$ cat src/hw/pbd_defs.vh
/*
  Constants of the power budget data register block: byte offsets, field
  positions, reset values and array sizes.
  Assumes inclusion by bare name from the design files of this block.
*/
`ifndef PBD_DEFS_VH
`define PBD_DEFS_VH

`define PBD_ADDR_W 12
`define PBD_DATA_W 32

`define PBD_OFF_SELECT 12'h284
`define PBD_OFF_WINDOW 12'h288
`define PBD_OFF_CAPFLAGS 12'h28C
`define PBD_OFF_VALUE_BASE 12'h300

`define PBD_ENTRIES 8
`define PBD_ENTRY_IDX_W 3
`define PBD_MAX_SELECT 8'h07

`define PBD_SEL_MSB 7
`define PBD_SEL_LSB 0
`define PBD_SEL_W 8
`define PBD_SA_BIT 0

`define PBD_SELECT_RST 8'h00
`define PBD_SA_RST 1'h0
`define PBD_RDATA_RST 32'h00000000

`endif

$ cat src/hw/pbd_value_entry.v
/*
  One power budget data value register, 32 bits, with a write gate.
  Assumes a write strobe already decoded to this entry and an unlock level
  from the system control register outside this block.
*/
`timescale 1ns/100ps
`include "pbd_defs.vh"

module pbd_value_entry #(
  parameter WIDTH = `PBD_DATA_W
)
(
  input wire clk,
  input wire wr_hit,
  input wire unlock,
  input wire [WIDTH-1:0] wdata,
  output wire [WIDTH-1:0] value
);

  reg [WIDTH-1:0] value_q;
  wire [WIDTH-1:0] value_d;

  // The content is sticky: it carries no reset so that it survives every
  // reset of the device, and reads undefined until software or an
  // initialisation agent has written it.
  assign value_d = (wr_hit && unlock) ? wdata : value_q;

  always @(posedge clk)
  begin
    value_q <= value_d;
  end

  assign value = value_q;

endmodule // pbd_value_entry

$ cat src/hw/pbd_window_mux.v
/*
  Data window selector: picks one stored value by the select field and
  returns zero for any selection beyond the last entry.
  Assumes the entries arrive packed, entry 0 in the low word.
*/
`timescale 1ns/100ps
`include "pbd_defs.vh"

module pbd_window_mux #(
  parameter WIDTH = `PBD_DATA_W,
  parameter ENTRIES = `PBD_ENTRIES
)
(
  input wire [`PBD_SEL_W-1:0] select,
  input wire [ENTRIES*WIDTH-1:0] entries,
  output reg [WIDTH-1:0] window
);

  always @*
  begin
    window = {WIDTH{1'b0}};
    if (select <= `PBD_MAX_SELECT)
    begin
      window = entries[select[`PBD_ENTRY_IDX_W-1:0]*WIDTH +: WIDTH];
    end
  end

endmodule // pbd_window_mux

$ cat src/hw/pbd_budget_regs.v
/*
  Power budget data register block: data select register, read-only data
  window, capability flags register and an array of eight sticky data
  value registers, all reached over a plain register port.
  Assumes the value write unlock level comes from the system control
  register elsewhere in the device, and that the master never raises both
  strobes in one cycle.
*/
// Decided for this implementation: strobed register access.
`timescale 1ns/100ps
`include "pbd_defs.vh"

module pbd_budget_regs #(
  parameter ENTRIES = `PBD_ENTRIES
)
(
  input wire SYS_CLK,
  input wire SYS_RST,
  input wire [`PBD_ADDR_W-1:0] REG_ADDR,
  input wire [`PBD_DATA_W-1:0] REG_WDATA,
  input wire REG_WR,
  input wire REG_RD,
  output wire [`PBD_DATA_W-1:0] REG_RDATA,
  input wire VALUE_WRITE_UNLOCK,
  output wire SYSTEM_ALLOCATED
);

  reg [`PBD_SEL_W-1:0] value_select_field_q;
  reg [`PBD_SEL_W-1:0] value_select_field_d;
  reg system_allocated_flag_q;
  reg system_allocated_flag_d;
  reg [`PBD_DATA_W-1:0] rdata_q;
  reg [`PBD_DATA_W-1:0] rdata_d;

  wire hit_select;
  wire hit_window;
  wire hit_capflags;
  wire hit_values;
  wire [`PBD_ENTRY_IDX_W-1:0] entry_idx;
  wire [ENTRIES*`PBD_DATA_W-1:0] entries_flat;
  wire [`PBD_DATA_W-1:0] window_value;
  wire [`PBD_DATA_W-1:0] entry_rd_value;
  wire [`PBD_ADDR_W-1:0] value_end;
  wire [31:0] value_end_full;

  // The end offset is worked out at full integer width and then cut to the address width.
  assign value_end_full = `PBD_OFF_VALUE_BASE + ENTRIES * 4;
  assign value_end = value_end_full[`PBD_ADDR_W-1:0];

  // Only aligned word addresses decode; the low two address bits must be zero.
  assign hit_select = (REG_ADDR == `PBD_OFF_SELECT);
  assign hit_window = (REG_ADDR == `PBD_OFF_WINDOW);
  assign hit_capflags = (REG_ADDR == `PBD_OFF_CAPFLAGS);
  assign hit_values = (REG_ADDR >= `PBD_OFF_VALUE_BASE) && (REG_ADDR < value_end) &&
    (REG_ADDR[1:0] == 2'h0);
  assign entry_idx = REG_ADDR[`PBD_ENTRY_IDX_W+1:2];

  genvar gi;
  generate
    for (gi = 0; gi < ENTRIES; gi = gi + 1)
    begin : g_entry
      pbd_value_entry #(
        .WIDTH(`PBD_DATA_W)
      ) u_entry (
        .clk(SYS_CLK),
        .wr_hit(REG_WR && hit_values && (entry_idx == gi)),
        .unlock(VALUE_WRITE_UNLOCK),
        .wdata(REG_WDATA),
        .value(entries_flat[gi*`PBD_DATA_W +: `PBD_DATA_W])
      );
    end
  endgenerate

  pbd_window_mux #(
    .WIDTH(`PBD_DATA_W),
    .ENTRIES(ENTRIES)
  ) u_window (
    .select(value_select_field_q),
    .entries(entries_flat),
    .window(window_value)
  );

  assign entry_rd_value = entries_flat[entry_idx*`PBD_DATA_W +: `PBD_DATA_W];

  always @*
  begin
    value_select_field_d = value_select_field_q;
    system_allocated_flag_d = system_allocated_flag_q;
    if (REG_WR && hit_select)
    begin
      // Bits 31:8 are reserved and simply not stored.
      value_select_field_d = REG_WDATA[`PBD_SEL_MSB:`PBD_SEL_LSB];
    end
    // The flag is lockable like the value array, so it shares the unlock gate.
    if (REG_WR && hit_capflags && VALUE_WRITE_UNLOCK)
    begin
      system_allocated_flag_d = REG_WDATA[`PBD_SA_BIT];
    end
  end

  // Read data stand only in the cycle after the read strobe and are zero
  // otherwise, so a stale word can never be mistaken for a fresh answer.
  always @*
  begin
    rdata_d = `PBD_RDATA_RST;
    if (REG_RD)
    begin
      if (hit_select)
      begin
        rdata_d[`PBD_SEL_MSB:`PBD_SEL_LSB] = value_select_field_q;
      end
      else if (hit_window)
      begin
        rdata_d = window_value;
      end
      else if (hit_capflags)
      begin
        rdata_d[`PBD_SA_BIT] = system_allocated_flag_q;
      end
      else if (hit_values)
      begin
        rdata_d = entry_rd_value;
      end
    end
  end

  always @(posedge SYS_CLK or posedge SYS_RST)
  begin
    if (SYS_RST)
    begin
      value_select_field_q <= `PBD_SELECT_RST;
      system_allocated_flag_q <= `PBD_SA_RST;
      rdata_q <= `PBD_RDATA_RST;
    end
    else
    begin
      value_select_field_q <= value_select_field_d;
      system_allocated_flag_q <= system_allocated_flag_d;
      rdata_q <= rdata_d;
    end
  end

  assign REG_RDATA = rdata_q;
  assign SYSTEM_ALLOCATED = system_allocated_flag_q;

endmodule // pbd_budget_regs

$ cat config.mk
export PLATFORM = sky130hd
export DESIGN_NAME = pbd_budget_regs
export DESIGN_NICKNAME = d
export VERILOG_FILES = /design/src/hw/pbd_value_entry.v /design/src/hw/pbd_window_mux.v /design/src/hw/pbd_budget_regs.v
export VERILOG_INCLUDE_DIRS = /design/src /design/src/hw
export SDC_FILE = /design/constraint.sdc
export NUM_CORES = 1
export LEC_CHECK = 0
export BUFFER_PORTS_ARGS = -buffer_cell sky130_fd_sc_hd__buf_2
export CAP_MARGIN = 20
export CORE_MARGIN = 10
export CORE_UTILIZATION = 37
export DETAILED_ROUTE_END_ITERATION = 8
export PLACE_DENSITY_LB_ADDON = 0.1
export SYNTH_ARGS = -nofsm -noshare
export SYNTH_HDL_FRONTEND = slang
export SYNTH_SLANG_ARGS = --single-unit
$ cat constraint.sdc
create_clock -name SYS_CLK -period 3.2 [get_ports SYS_CLK]
set_input_delay 0.32 -clock SYS_CLK [delete_from_list [all_inputs] [get_ports SYS_CLK]]
set_output_delay 0.32 -clock SYS_CLK [all_outputs]
set_load 0.02 [all_outputs]
==> results of run 1 <==
power by group through the flow:
stage | registers, mW | clock network, mW | logic (mW)
floorplan | 4.29 | 0 | 0.193
global placement | 4.29 | 0 | 0.319
detailed placement | 4.29 | 0 | 0.325
CTS | 4.21 | 4.00 | 0.327
global route | 4.21 | 4.17 | 0.349
finish | 4.21 | 3.91 | 0.321
metal layers:
metal / GRT usage [%] / wire (um) / up-vias
li1: - / - / 3093
met1: 19.94 / 14770 / 3889
met2: 27.66 / 18040 / 179
met3: 2.957 / 1757 / 47
met4: 4.044 / 632 / 2
met5: 0 / 13 / -
synth_stat cells (all sizes together):
cell type,instances
nand4b,2
nor3,5
nand3,3
o21a,6
and2,7
o221ai,8
nand4,1
mux2,15
o32a,6
o211a,8
dfrtp,41
nor3b,1
mux4,116
mux2i,70
a21oi,12
nand3b,1
nand2b,2
o22ai,7
nor4,3
buf,42
nor4b,1
nor2b,6
nand2,9
edfxtp,256
nor2,21
inv,3
a2111oi,6
clkbuf,12
and4,1
o22a,11
or3,1
timing repair:
item / in CTS / in global routing
setup endpoints to repair: 0 / 0
setup buffers: 0 / 0
hold endpoints to repair: 14 / 0
hold buffers: 1 / 0
final timing paths:
path / end / cells after the start / startpoint / slack [ns]
worst max-delay path: REG_RDATA[15] / 5 / value_select_field_q[0] / 0.96
max in group asynchronous: REG_RDATA[23] / 4 / SYS_RST / 2.17
worst max register to register: REG_RDATA[15] / 5 / value_select_field_q[0] / 0.96
min in group asynchronous: REG_RDATA[9] / 3 / SYS_RST / 0.36
worst min register to register: value_select_field_q[4] / 1 / value_select_field_q[4] / 0.56
worst min-delay path: g_entry[2].u_entry.value[12] / 1 / REG_WDATA[12] / 0.08
cell families after synthesis:
logic type / Yosys count / synth area share (%)
simple gates: 64 / 2.658
flops: 297 / 65.19
buf+inv: 57 / 2.303
mux: 201 / 26.05
compound gates: 64 / 3.800
final cells by class:
cell class | count | area (um^2) | area share [%]
repair buffers | 123 | 790.8 | 5.055
multi-input cells | 329 | 4410 | 28.20
inverters | 3 | 11.26 | 0.07199
clock inverters | 14 | 148.9 | 0.9518
clock buffers | 47 | 982.2 | 6.279
well taps | 461 | 576.8 | 3.687
diodes | 1 | 2.502 | 0.01600
flip-flops and latches | 297 | 8720 | 55.74
state kept, by name, summed over array words and instances, names as in the netlist:
signal,cells
value_select_field_q,8
REG_RDATA,32
g_entry.u_entry.value,256
SYSTEM_ALLOCATED,1
==> results.yml, run 1 <==
floorplanning:
  die_x_um: 210.1
  dieArea_um2: 44130
  ios: 82
  core-area_um2: 35570
  die_height_um: 210.1
  row_count: 69
  initial_utilization_pct: 37.58
clocking:
  cts_resized: 0
  htree_num_levels: 2
  cts_tree: "done"
  clk_latency_ns: 0.51
  ctsRootBufferMaster: "clkbuf_16"
  cts_buffers: 34
  clk_pin_slew_worst_paths_ns: 0.06
  clock-sinks: 297
  clock_path_buffers: 3
sta:
  fin_crit_sh_pct: 70.02
  drv_slew: 0
  fin_ws_ns: 0.9593
  fin_hold_ws_ns: 0.08187
  tns_ns: 0
  tightest_slew_ns: 0.7602
  period_minus_slack_ns: 2.241
  rsz0062_at_grt: "false"
  clock_skew_ns: 0.01995
  fmax_ghz: 0.4463
  max_slew_margin_pct: 49.20
  timing_hold_violations_final: 0
  final-setup-viol-count: 0
cells_and_area:
  syn2layout_area_growth_pct: 17.03
  nets: 837
  fin_cells: 1275
  nFillCells: 3071
  final_common_cell: "edfxtp_1"
  drive_gt1_share_pct: 39.61
  final_util_pct: 43.98
  fin_area_um2: 15640
  final_cell_mix: "edfxtp_1, mux4_2, buf_2"
detailed_routing:
  drt_pass1_iterations: 5
  wire_per_inst_um: 27.62
  drt_iter0_markers: 463
  postRouteAntennaNets: 0
  vias: 7210
  drc: 0
  viasPerCell: 5.655
  wl_um: 35220
power:
  p_int_mw: 6.729
  p_sw_share_pct: 20.28
  power_mw: 8.440
  p_leak_nw: 5.368
  seq_power_share_pct: 49.9
  switchingPower_mw: 1.712
  power.density_nw_per_um2: 539.6
  comb_power_share_pct: 3.8
  ir_drop_mv: 0.2789
  clkPwrFrac_pct: 46.3
placed_design:
  dp_hpwl_um: 21800
  port-buffer-count: 81
  dp_slack_ns: 0.6617
  gp_congestion: 0.7612
  dp_cells: 1212
  place_area_um2: 14500
worst_hold_path:
  hp-class: "in2reg"
synth:
  synthCells: 683
  yosysWarnings: 0
  ys_seq_area_share_pct: 65.19
  syn-num-nets: 732
  ys_top_cells_by_area: "edfxtp_1, mux4_2, dfrtp_1"
  yosysTopAreaCellShare_pct: 57.51
  syn_area_um2: 13370
  ys_ff_latch: 297
  ys_types: 37
  yosysTopAreaCell: "edfxtp_1"
  syn_avg_cell_area_um2: 19.57
critical_path:
  worst-path-max-fanout: 28
  cp-start-kind: "register"
  path_class: "reg2reg"
  critPathTopFamily: "flip-flops"
  cp_slowest_stage_delay_ns: 0.86
  cp_num_buf_inv: 1
  crit_chain: "buf_12, mux4_2, mux2i_1, o22a_1, nor2_1"
  worst_setup_path_end_kind: "register"
  required_ns: 3.56
  cpMaxStageDelayCell: "dfrtp_4"
  crit_arrival_ns: 2.60
global_route:
  grt_max_degree: 45
  grt_antenna_before_repair: 2
  grt_usage_pct: 15.88
  grt_pass1_wl_um: 53010
  grt_remaining_overflow: 0
  grt_pass1_vias: 8039
job:
  max_cap_violations: 0
outcome:
  outcome: "completed"
(Power assumes the default switching activity.)
==> run 2, diff against run 1 <==
==> constraint.sdc (replaced) <==
create_clock -name SYS_CLK -period 2.1 [get_ports SYS_CLK]
set_input_delay 0.21 -clock SYS_CLK [delete_from_list [all_inputs] [get_ports SYS_CLK]]
set_output_delay 0.21 -clock SYS_CLK [all_outputs]
set_load 0.02 [all_outputs]
==> run 2 against run 1 <==
  * Clock-buffer cell count is 9 lower
  * Sequential cell count stayed put
  * Largest power group unchanged
  * Highest routed layer is now met4
  * Register-to-register slack worse by 0.76 ns
  * Die area stayed put
  * Power is 48% higher
  * Clock power is 41% higher
  * Critical endpoint is now REG_RDATA[14]
  * Non-clock buffer count is 59 higher
  * Wire length is 2.6% higher
  * First-iteration DRC count is 16% higher
  * Sequential share of layout area is 2.3 points lower
==> results.yml, run 2 (synthesis gave the netlist of run 1 again) <==
placed_design:
  dp_cells: 1232
  port-buffer-count: 81
  gp_congestion: 0.7630
  dp_slack_ns: 0.06702
  place_area_um2: 14910
  dp_hpwl_um: 22440
cells_and_area:
  multiInputGateArea_um2: 4454
  final_util_pct: 45.85
  final_cell_mix: "edfxtp_1, mux4_2, buf_2"
  nets: 893
  drive_gt1_share_pct: 39.70
  fin_cells: 1330
  fin_area_um2: 16310
  diodes: 0
  final_common_cell: "edfxtp_1"
  regArea_um2: 8720
  largest_reg_flops: 256
  nFillCells: 3043
  syn2layout_area_growth_pct: 22.02
sta:
  fmax_ghz: 0.5259
  final-setup-viol-count: 0
  fin_crit_sh_pct: 90.55
  drv_slew: 0
  rsz0062_at_grt: "false"
  tightest_slew_ns: 0.6211
  tns_ns: 0
  max_slew_margin_pct: 58.53
  timing_hold_violations_final: 0
  fin_ws_ns: 0.1985
  period_minus_slack_ns: 1.901
  fin_hold_ws_ns: 0.1605
  clock_skew_ns: 0.01971
critical_path:
  rrSetupSlack_ns: 0.20
  cp-endpoint: "REG_RDATA[14]"
  required_ns: 2.54
  timing.rr.end: "REG_RDATA[14]"
  crit_start: "value_select_field_q[0]"
  rr_worst_depth: 6
  path_class: "reg2reg"
  rr_startpoint: "value_select_field_q[0]"
  worst_setup_path_end_kind: "register"
  worst-path-max-fanout: 13
  crit_arrival_ns: 2.34
  cp-start-kind: "register"
power:
  p_leak_nw: 5.692
  power_mw: 12.51
  power.density_nw_per_um2: 767.3
  ir_drop_mv: 0.6412
clocking:
  clock-sinks: 297
  htree_num_levels: 1
  cts_tree: "done"
  clock_path_buffers: 3
  clk_latency_ns: 0.57
  cts_buffers: 31
  ctsRootBufferMaster: "clkbuf_16"
  cts_resized: 0
  clk_pin_slew_worst_paths_ns: 0.06
global_route:
  grt_antenna_before_repair: 0
  grt_max_degree: 41
  grt_remaining_overflow: 0
  grt_usage_pct: 16.28
  grt_pass1_wl_um: 54450
  grt_pass1_vias: 8279
floorplanning:
  row_count: 69
  ios: 82
  core-area_um2: 35570
  dieArea_um2: 44130
  initial_utilization_pct: 37.58
  die_height_um: 210.1
  die_x_um: 210.1
detailed_routing:
  vias: 7465
  drt_iter0_markers: 536
  drt_pass1_iterations: 5
  viasPerCell: 5.613
  postRouteAntennaNets: 0
  drc: 0
  wl_um: 36150
  wire_per_inst_um: 27.18
worst_hold_path:
  hp-class: "in2reg"
job:
  max_cap_violations: 0
outcome:
  outcome: "completed"
[run 2: how the worst min path moves through the flow]
stage                       startpoint  depth (start not counted)                          end
after global routing            REG_RD                          3                 REG_RDATA[1]
after global placement         SYS_RST                          2                REG_RDATA[11]
after detailed placement       SYS_RST                          2                REG_RDATA[11]
after CTS                       REG_RD                          3                REG_RDATA[12]
after floorplan           REG_WDATA[0]                          0  g_entry[0].u_entry.value[0]
final                           REG_RD                          3                 REG_RDATA[7]
[run 2: final cells by class]
type | instances | share of cell area, %
Sequential cell | 297 | 53.46
Multi-Input combinational cell | 329 | 27.31
Timing Repair Buffer | 182 | 9.359
Clock buffer | 38 | 5.040
Tap cell | 461 | 3.537
Clock inverter | 20 | 1.220
Inverter | 3 | 0.06904
[run 2: power by group]
group          switching, mW  leakage, nW  internal (mW)
Sequential           0.00170         2.87           6.41
Combinational          0.315         2.32          0.270
Clock                   2.26        0.506           3.26
Total                   2.58         5.69           9.94
[run 2: worst max-delay path, stage by stage (launching register included)]
cell,delay [ns]
dfrtp_4,0.51
buf_4,0.18
buf_12,0.18
mux4_2,0.51
mux2i_1,0.17
o22a_1,0.16
nor2_1,0.08
[run 2: timing repair]
action / 4_1_cts / 5_1_grt
hold endpoints to repair: 270 / 0
setup endpoints to repair: 0 / 1
hold buffers: 33 / 0
buffers inserted: 0 / 7
[run 2: routing by layer]
metal	vias to the layer above	share of wire, %	global-route usage (%)
met5	-	0	0
li1	3213	-	-
met4	0	1.8	3.597
met3	51	4.4	2.646
met1	4002	44	21.66
met2	199	50	27.49
==> run 3, diff against run 2 <==
--- a/config.mk
+++ b/config.mk
@@ -6,6 +6,7 @@
 export SDC_FILE = /design/constraint.sdc
 export NUM_CORES = 1
 export LEC_CHECK = 0
+export ABC_AREA = 1
 export BUFFER_PORTS_ARGS = -buffer_cell sky130_fd_sc_hd__buf_2
 export CAP_MARGIN = 20
 export CORE_MARGIN = 10
==> run 3 against run 2 <==
  * Synthesized cell count up 150%
  * Clock skew down 0.0012 ns
  * Sequential power about the same
  * Combinational power up 15%
  * Via count up 61%
  * Clock-buffer cell count up 8
  * First-iteration DRC count up 83%
  * Critical path depth up 3
  * Final area up 5.8%
  * Synthesized area up 9.0%
  * Largest power group unchanged
  * Wire length up 31%
  * Critical path type unchanged
  * Clock power down 1%
==> results.yml, run 3 <==
cells_and_area:
  nets: 1855
  final_cell_mix: "nand2_1, nor2_1, edfxtp_1"
  syn2layout_area_growth_pct: 18.46
  drive_gt1_share_pct: 12.09
  final_util_pct: 44.45
  largest_reg_flops: 256
  diodes: 0
  final_common_cell: "nand2_1"
sta:
  rsz0062_at_grt: "false"
  period_minus_slack_ns: 1.834
  max_slew_margin_pct: 39.53
  tns_ns: 0
  tightest_slew_ns: 0.9048
  drv_slew: 0
  final-setup-viol-count: 0
  fmax_ghz: 0.5451
  timing_hold_violations_final: 0
  fin_crit_sh_pct: 87.35
  fin_hold_ws_ns: 0.01085
  clock_skew_ns: 0.01847
clocking:
  ctsRootBufferMaster: "clkbuf_16"
  clock_path_buffers: 3
  cts_tree: "done"
  cts_resized: 0
  clk_pin_slew_worst_paths_ns: 0.06
  cts_buffers: 35
  htree_num_levels: 2
  postCtsSetupRepairBufs: 0
  clk_latency_ns: 0.52
  clock-sinks: 297
synth:
  ys_ff_latch: 297
  syn-num-nets: 1755
  yosys_most_used_dff: "edfxtp_1"
  yosys.area_share.adder_pct: 0
  syn_avg_cell_area_um2: 8.540
  ys_types: 20
  yosys.cell_count.top_type: "nand2_1"
  synthCells: 1706
  synthSimpleGateAreaFrac_pct: 27.97
  synth_common_cells: "nand2_1, nor2_1, edfxtp_1"
  syn_area_um2: 14570
  yosysTopAreaCell: "edfxtp_1"
  synthArstFlopShare_pct: 13.80
  yosysTopAreaCellShare_pct: 52.77
  ys_seq_area_share_pct: 59.81
  ys_top_cells_by_area: "edfxtp_1, nand2_1, nor2_1"
  yosysWarnings: 0
  synth_top_family_by_area: "simple AND/OR/NAND/NOR gates"
  synth_xor_area_share_pct: 0
  muxShareOfSynthArea_pct: 0
  synth_edf_count: 256
  synth_compound_area_share_pct: 6.149
global_route:
  use_met1_pct: 26.14
  grt_antenna_before_repair: 0
  grt_remaining_overflow: 0
  grt_max_degree: 68
  busiest_layer: "met2"
  grtUsageMet3_pct: 2.804
  grt_usage_pct: 19.69
  grt_use_met2_pct: 32.57
  grt_pass1_wl_um: 72050
  grt_pass1_vias: 11710
critical_path:
  crit_chain: "clkinv_2, buf_12, or2_2, nand2_1, nand3_1, nand3_1, nand3_1, nand2_1, inv_1"
  worst_setup_path_end_kind: "register"
  rr_worst_depth: 9
  worst-path-max-fanout: 42
  cp_slowest_stage_delay_ns: 0.56
  crit_arrival_ns: 2.25
  cpMostUsedCell: "nand3_1"
  rrSetupSlack_ns: 0.27
  cp_num_buf_inv: 3
  critPathTopFamily: "simple AND/OR/NAND/NOR gates"
  cpMaxStageDelayCell: "dfrtp_4"
  cp-endpoint: "REG_RDATA[2]"
  required_ns: 2.52
  path_class: "reg2reg"
  critical_path_depth: 9
  timing.rr.end: "REG_RDATA[2]"
  crit_start: "value_select_field_q[0]"
  rr_startpoint: "value_select_field_q[0]"
  cp-start-kind: "register"
floorplanning:
  die_x_um: 218.4
  core-area_um2: 38830
  row_count: 72
  die_height_um: 218.4
  dieArea_um2: 47710
  initial_utilization_pct: 37.52
  ios: 82
outcome:
  outcome: "completed"
detailed_routing:
  drt_iter0_markers: 979
  wire_per_inst_um: 20.15
  postRouteAntennaNets: 0
  viasPerCell: 5.120
  drc: 0
  drt_pass1_iterations: 5
  vias: 12010
  wl_um: 47260
power:
  ir_drop_mv: 0.6121
  power.density_nw_per_um2: 726.0
  p_leak_nw: 7.545
placed_design:
  port-buffer-count: 81
  gp_congestion: 0.8308
  dp_hpwl_um: 28350
worst_hold_path:
  hp-class: "in2reg"
  holdPathStages: 1
job:
  max_cap_violations: 0
run 3: cell count changes after synthesis, sizes merged, moves of 17 or more:
cell and change:
clkbuf +29, o21ai +92, inv +117, o211ai +17, a21oi +48, nand3 +153, mux2i -70, mux4 -116
nor2 +363, nand2 +459
run 3: what timing repair did:
action / 4_1_cts / 5_1_grt
hold buffers: 19 / 0
endpoints found under the hold margin: 156 / 0
setup endpoints to repair: 0 / 0
run 3: where the power goes:
| group | switching [mW] | internal (mW) | leakage (nW) |
|---|---|---|---|
| combinational | 0.472 | 0.199 | 4.19 |
| sequential | 0.00150 | 6.41 | 2.87 |
| clock | 2.35 | 3.09 | 0.490 |
run 3: through the flow:
stage / instance area (um^2) / worst slack (ns) / cells / power [mW]
finish: 17260 / 0.2656 / 2346 / 12.53
global route: 17260 / 0.1595 / 2346 / 12.98
CTS: 17260 / 0.2664 / 2346 / 12.68
detailed placement: 16080 / 0.2056 / 2268 / 7.181
global placement: 16080 / 0.2405 / 2268 / 7.176
floorplan: 14600 / -0.1294 / 1706 / 6.853
run 3: cell type report:
cell class / instances / area [um^2]
Clock buffer: 46 / 927.1
Clock inverter: 13 / 62.56
Fill cell: 3737 / 21570
Inverter: 120 / 451.7
Multi-Input combinational cell: 1191 / 5034
Sequential cell: 297 / 8718
Tap cell: 518 / 648.1
Timing Repair Buffer: 161 / 1416
run 3: how the worst min path moves through the flow:
stage	from	to	slack, ns
finish	REG_WDATA[10]	g_entry[2].u_entry.value[10]	0.01
global route	REG_WDATA[10]	g_entry[6].u_entry.value[10]	0.009
CTS	REG_WDATA[29]	g_entry[7].u_entry.value[29]	0.004
detailed placement	SYS_RST	REG_RDATA[14]	0.26
global placement	SYS_RST	REG_RDATA[14]	0.25
floorplan	REG_WDATA[0]	g_entry[0].u_entry.value[0]	0.31
run 3: layer usage:
metal,wire [um],up-vias
met3,2914,79
met4,1268,0
met5,0,-
met1,20690,5748
met2,22390,437
li1,-,5748
run 3: cells by family after synthesis:
kind of cell           count (synthesis)
AND/OR/NAND/NOR                     1021
flip-flops                           297
buffers and inverters                218
AO/OA/AOI/OAI                        170
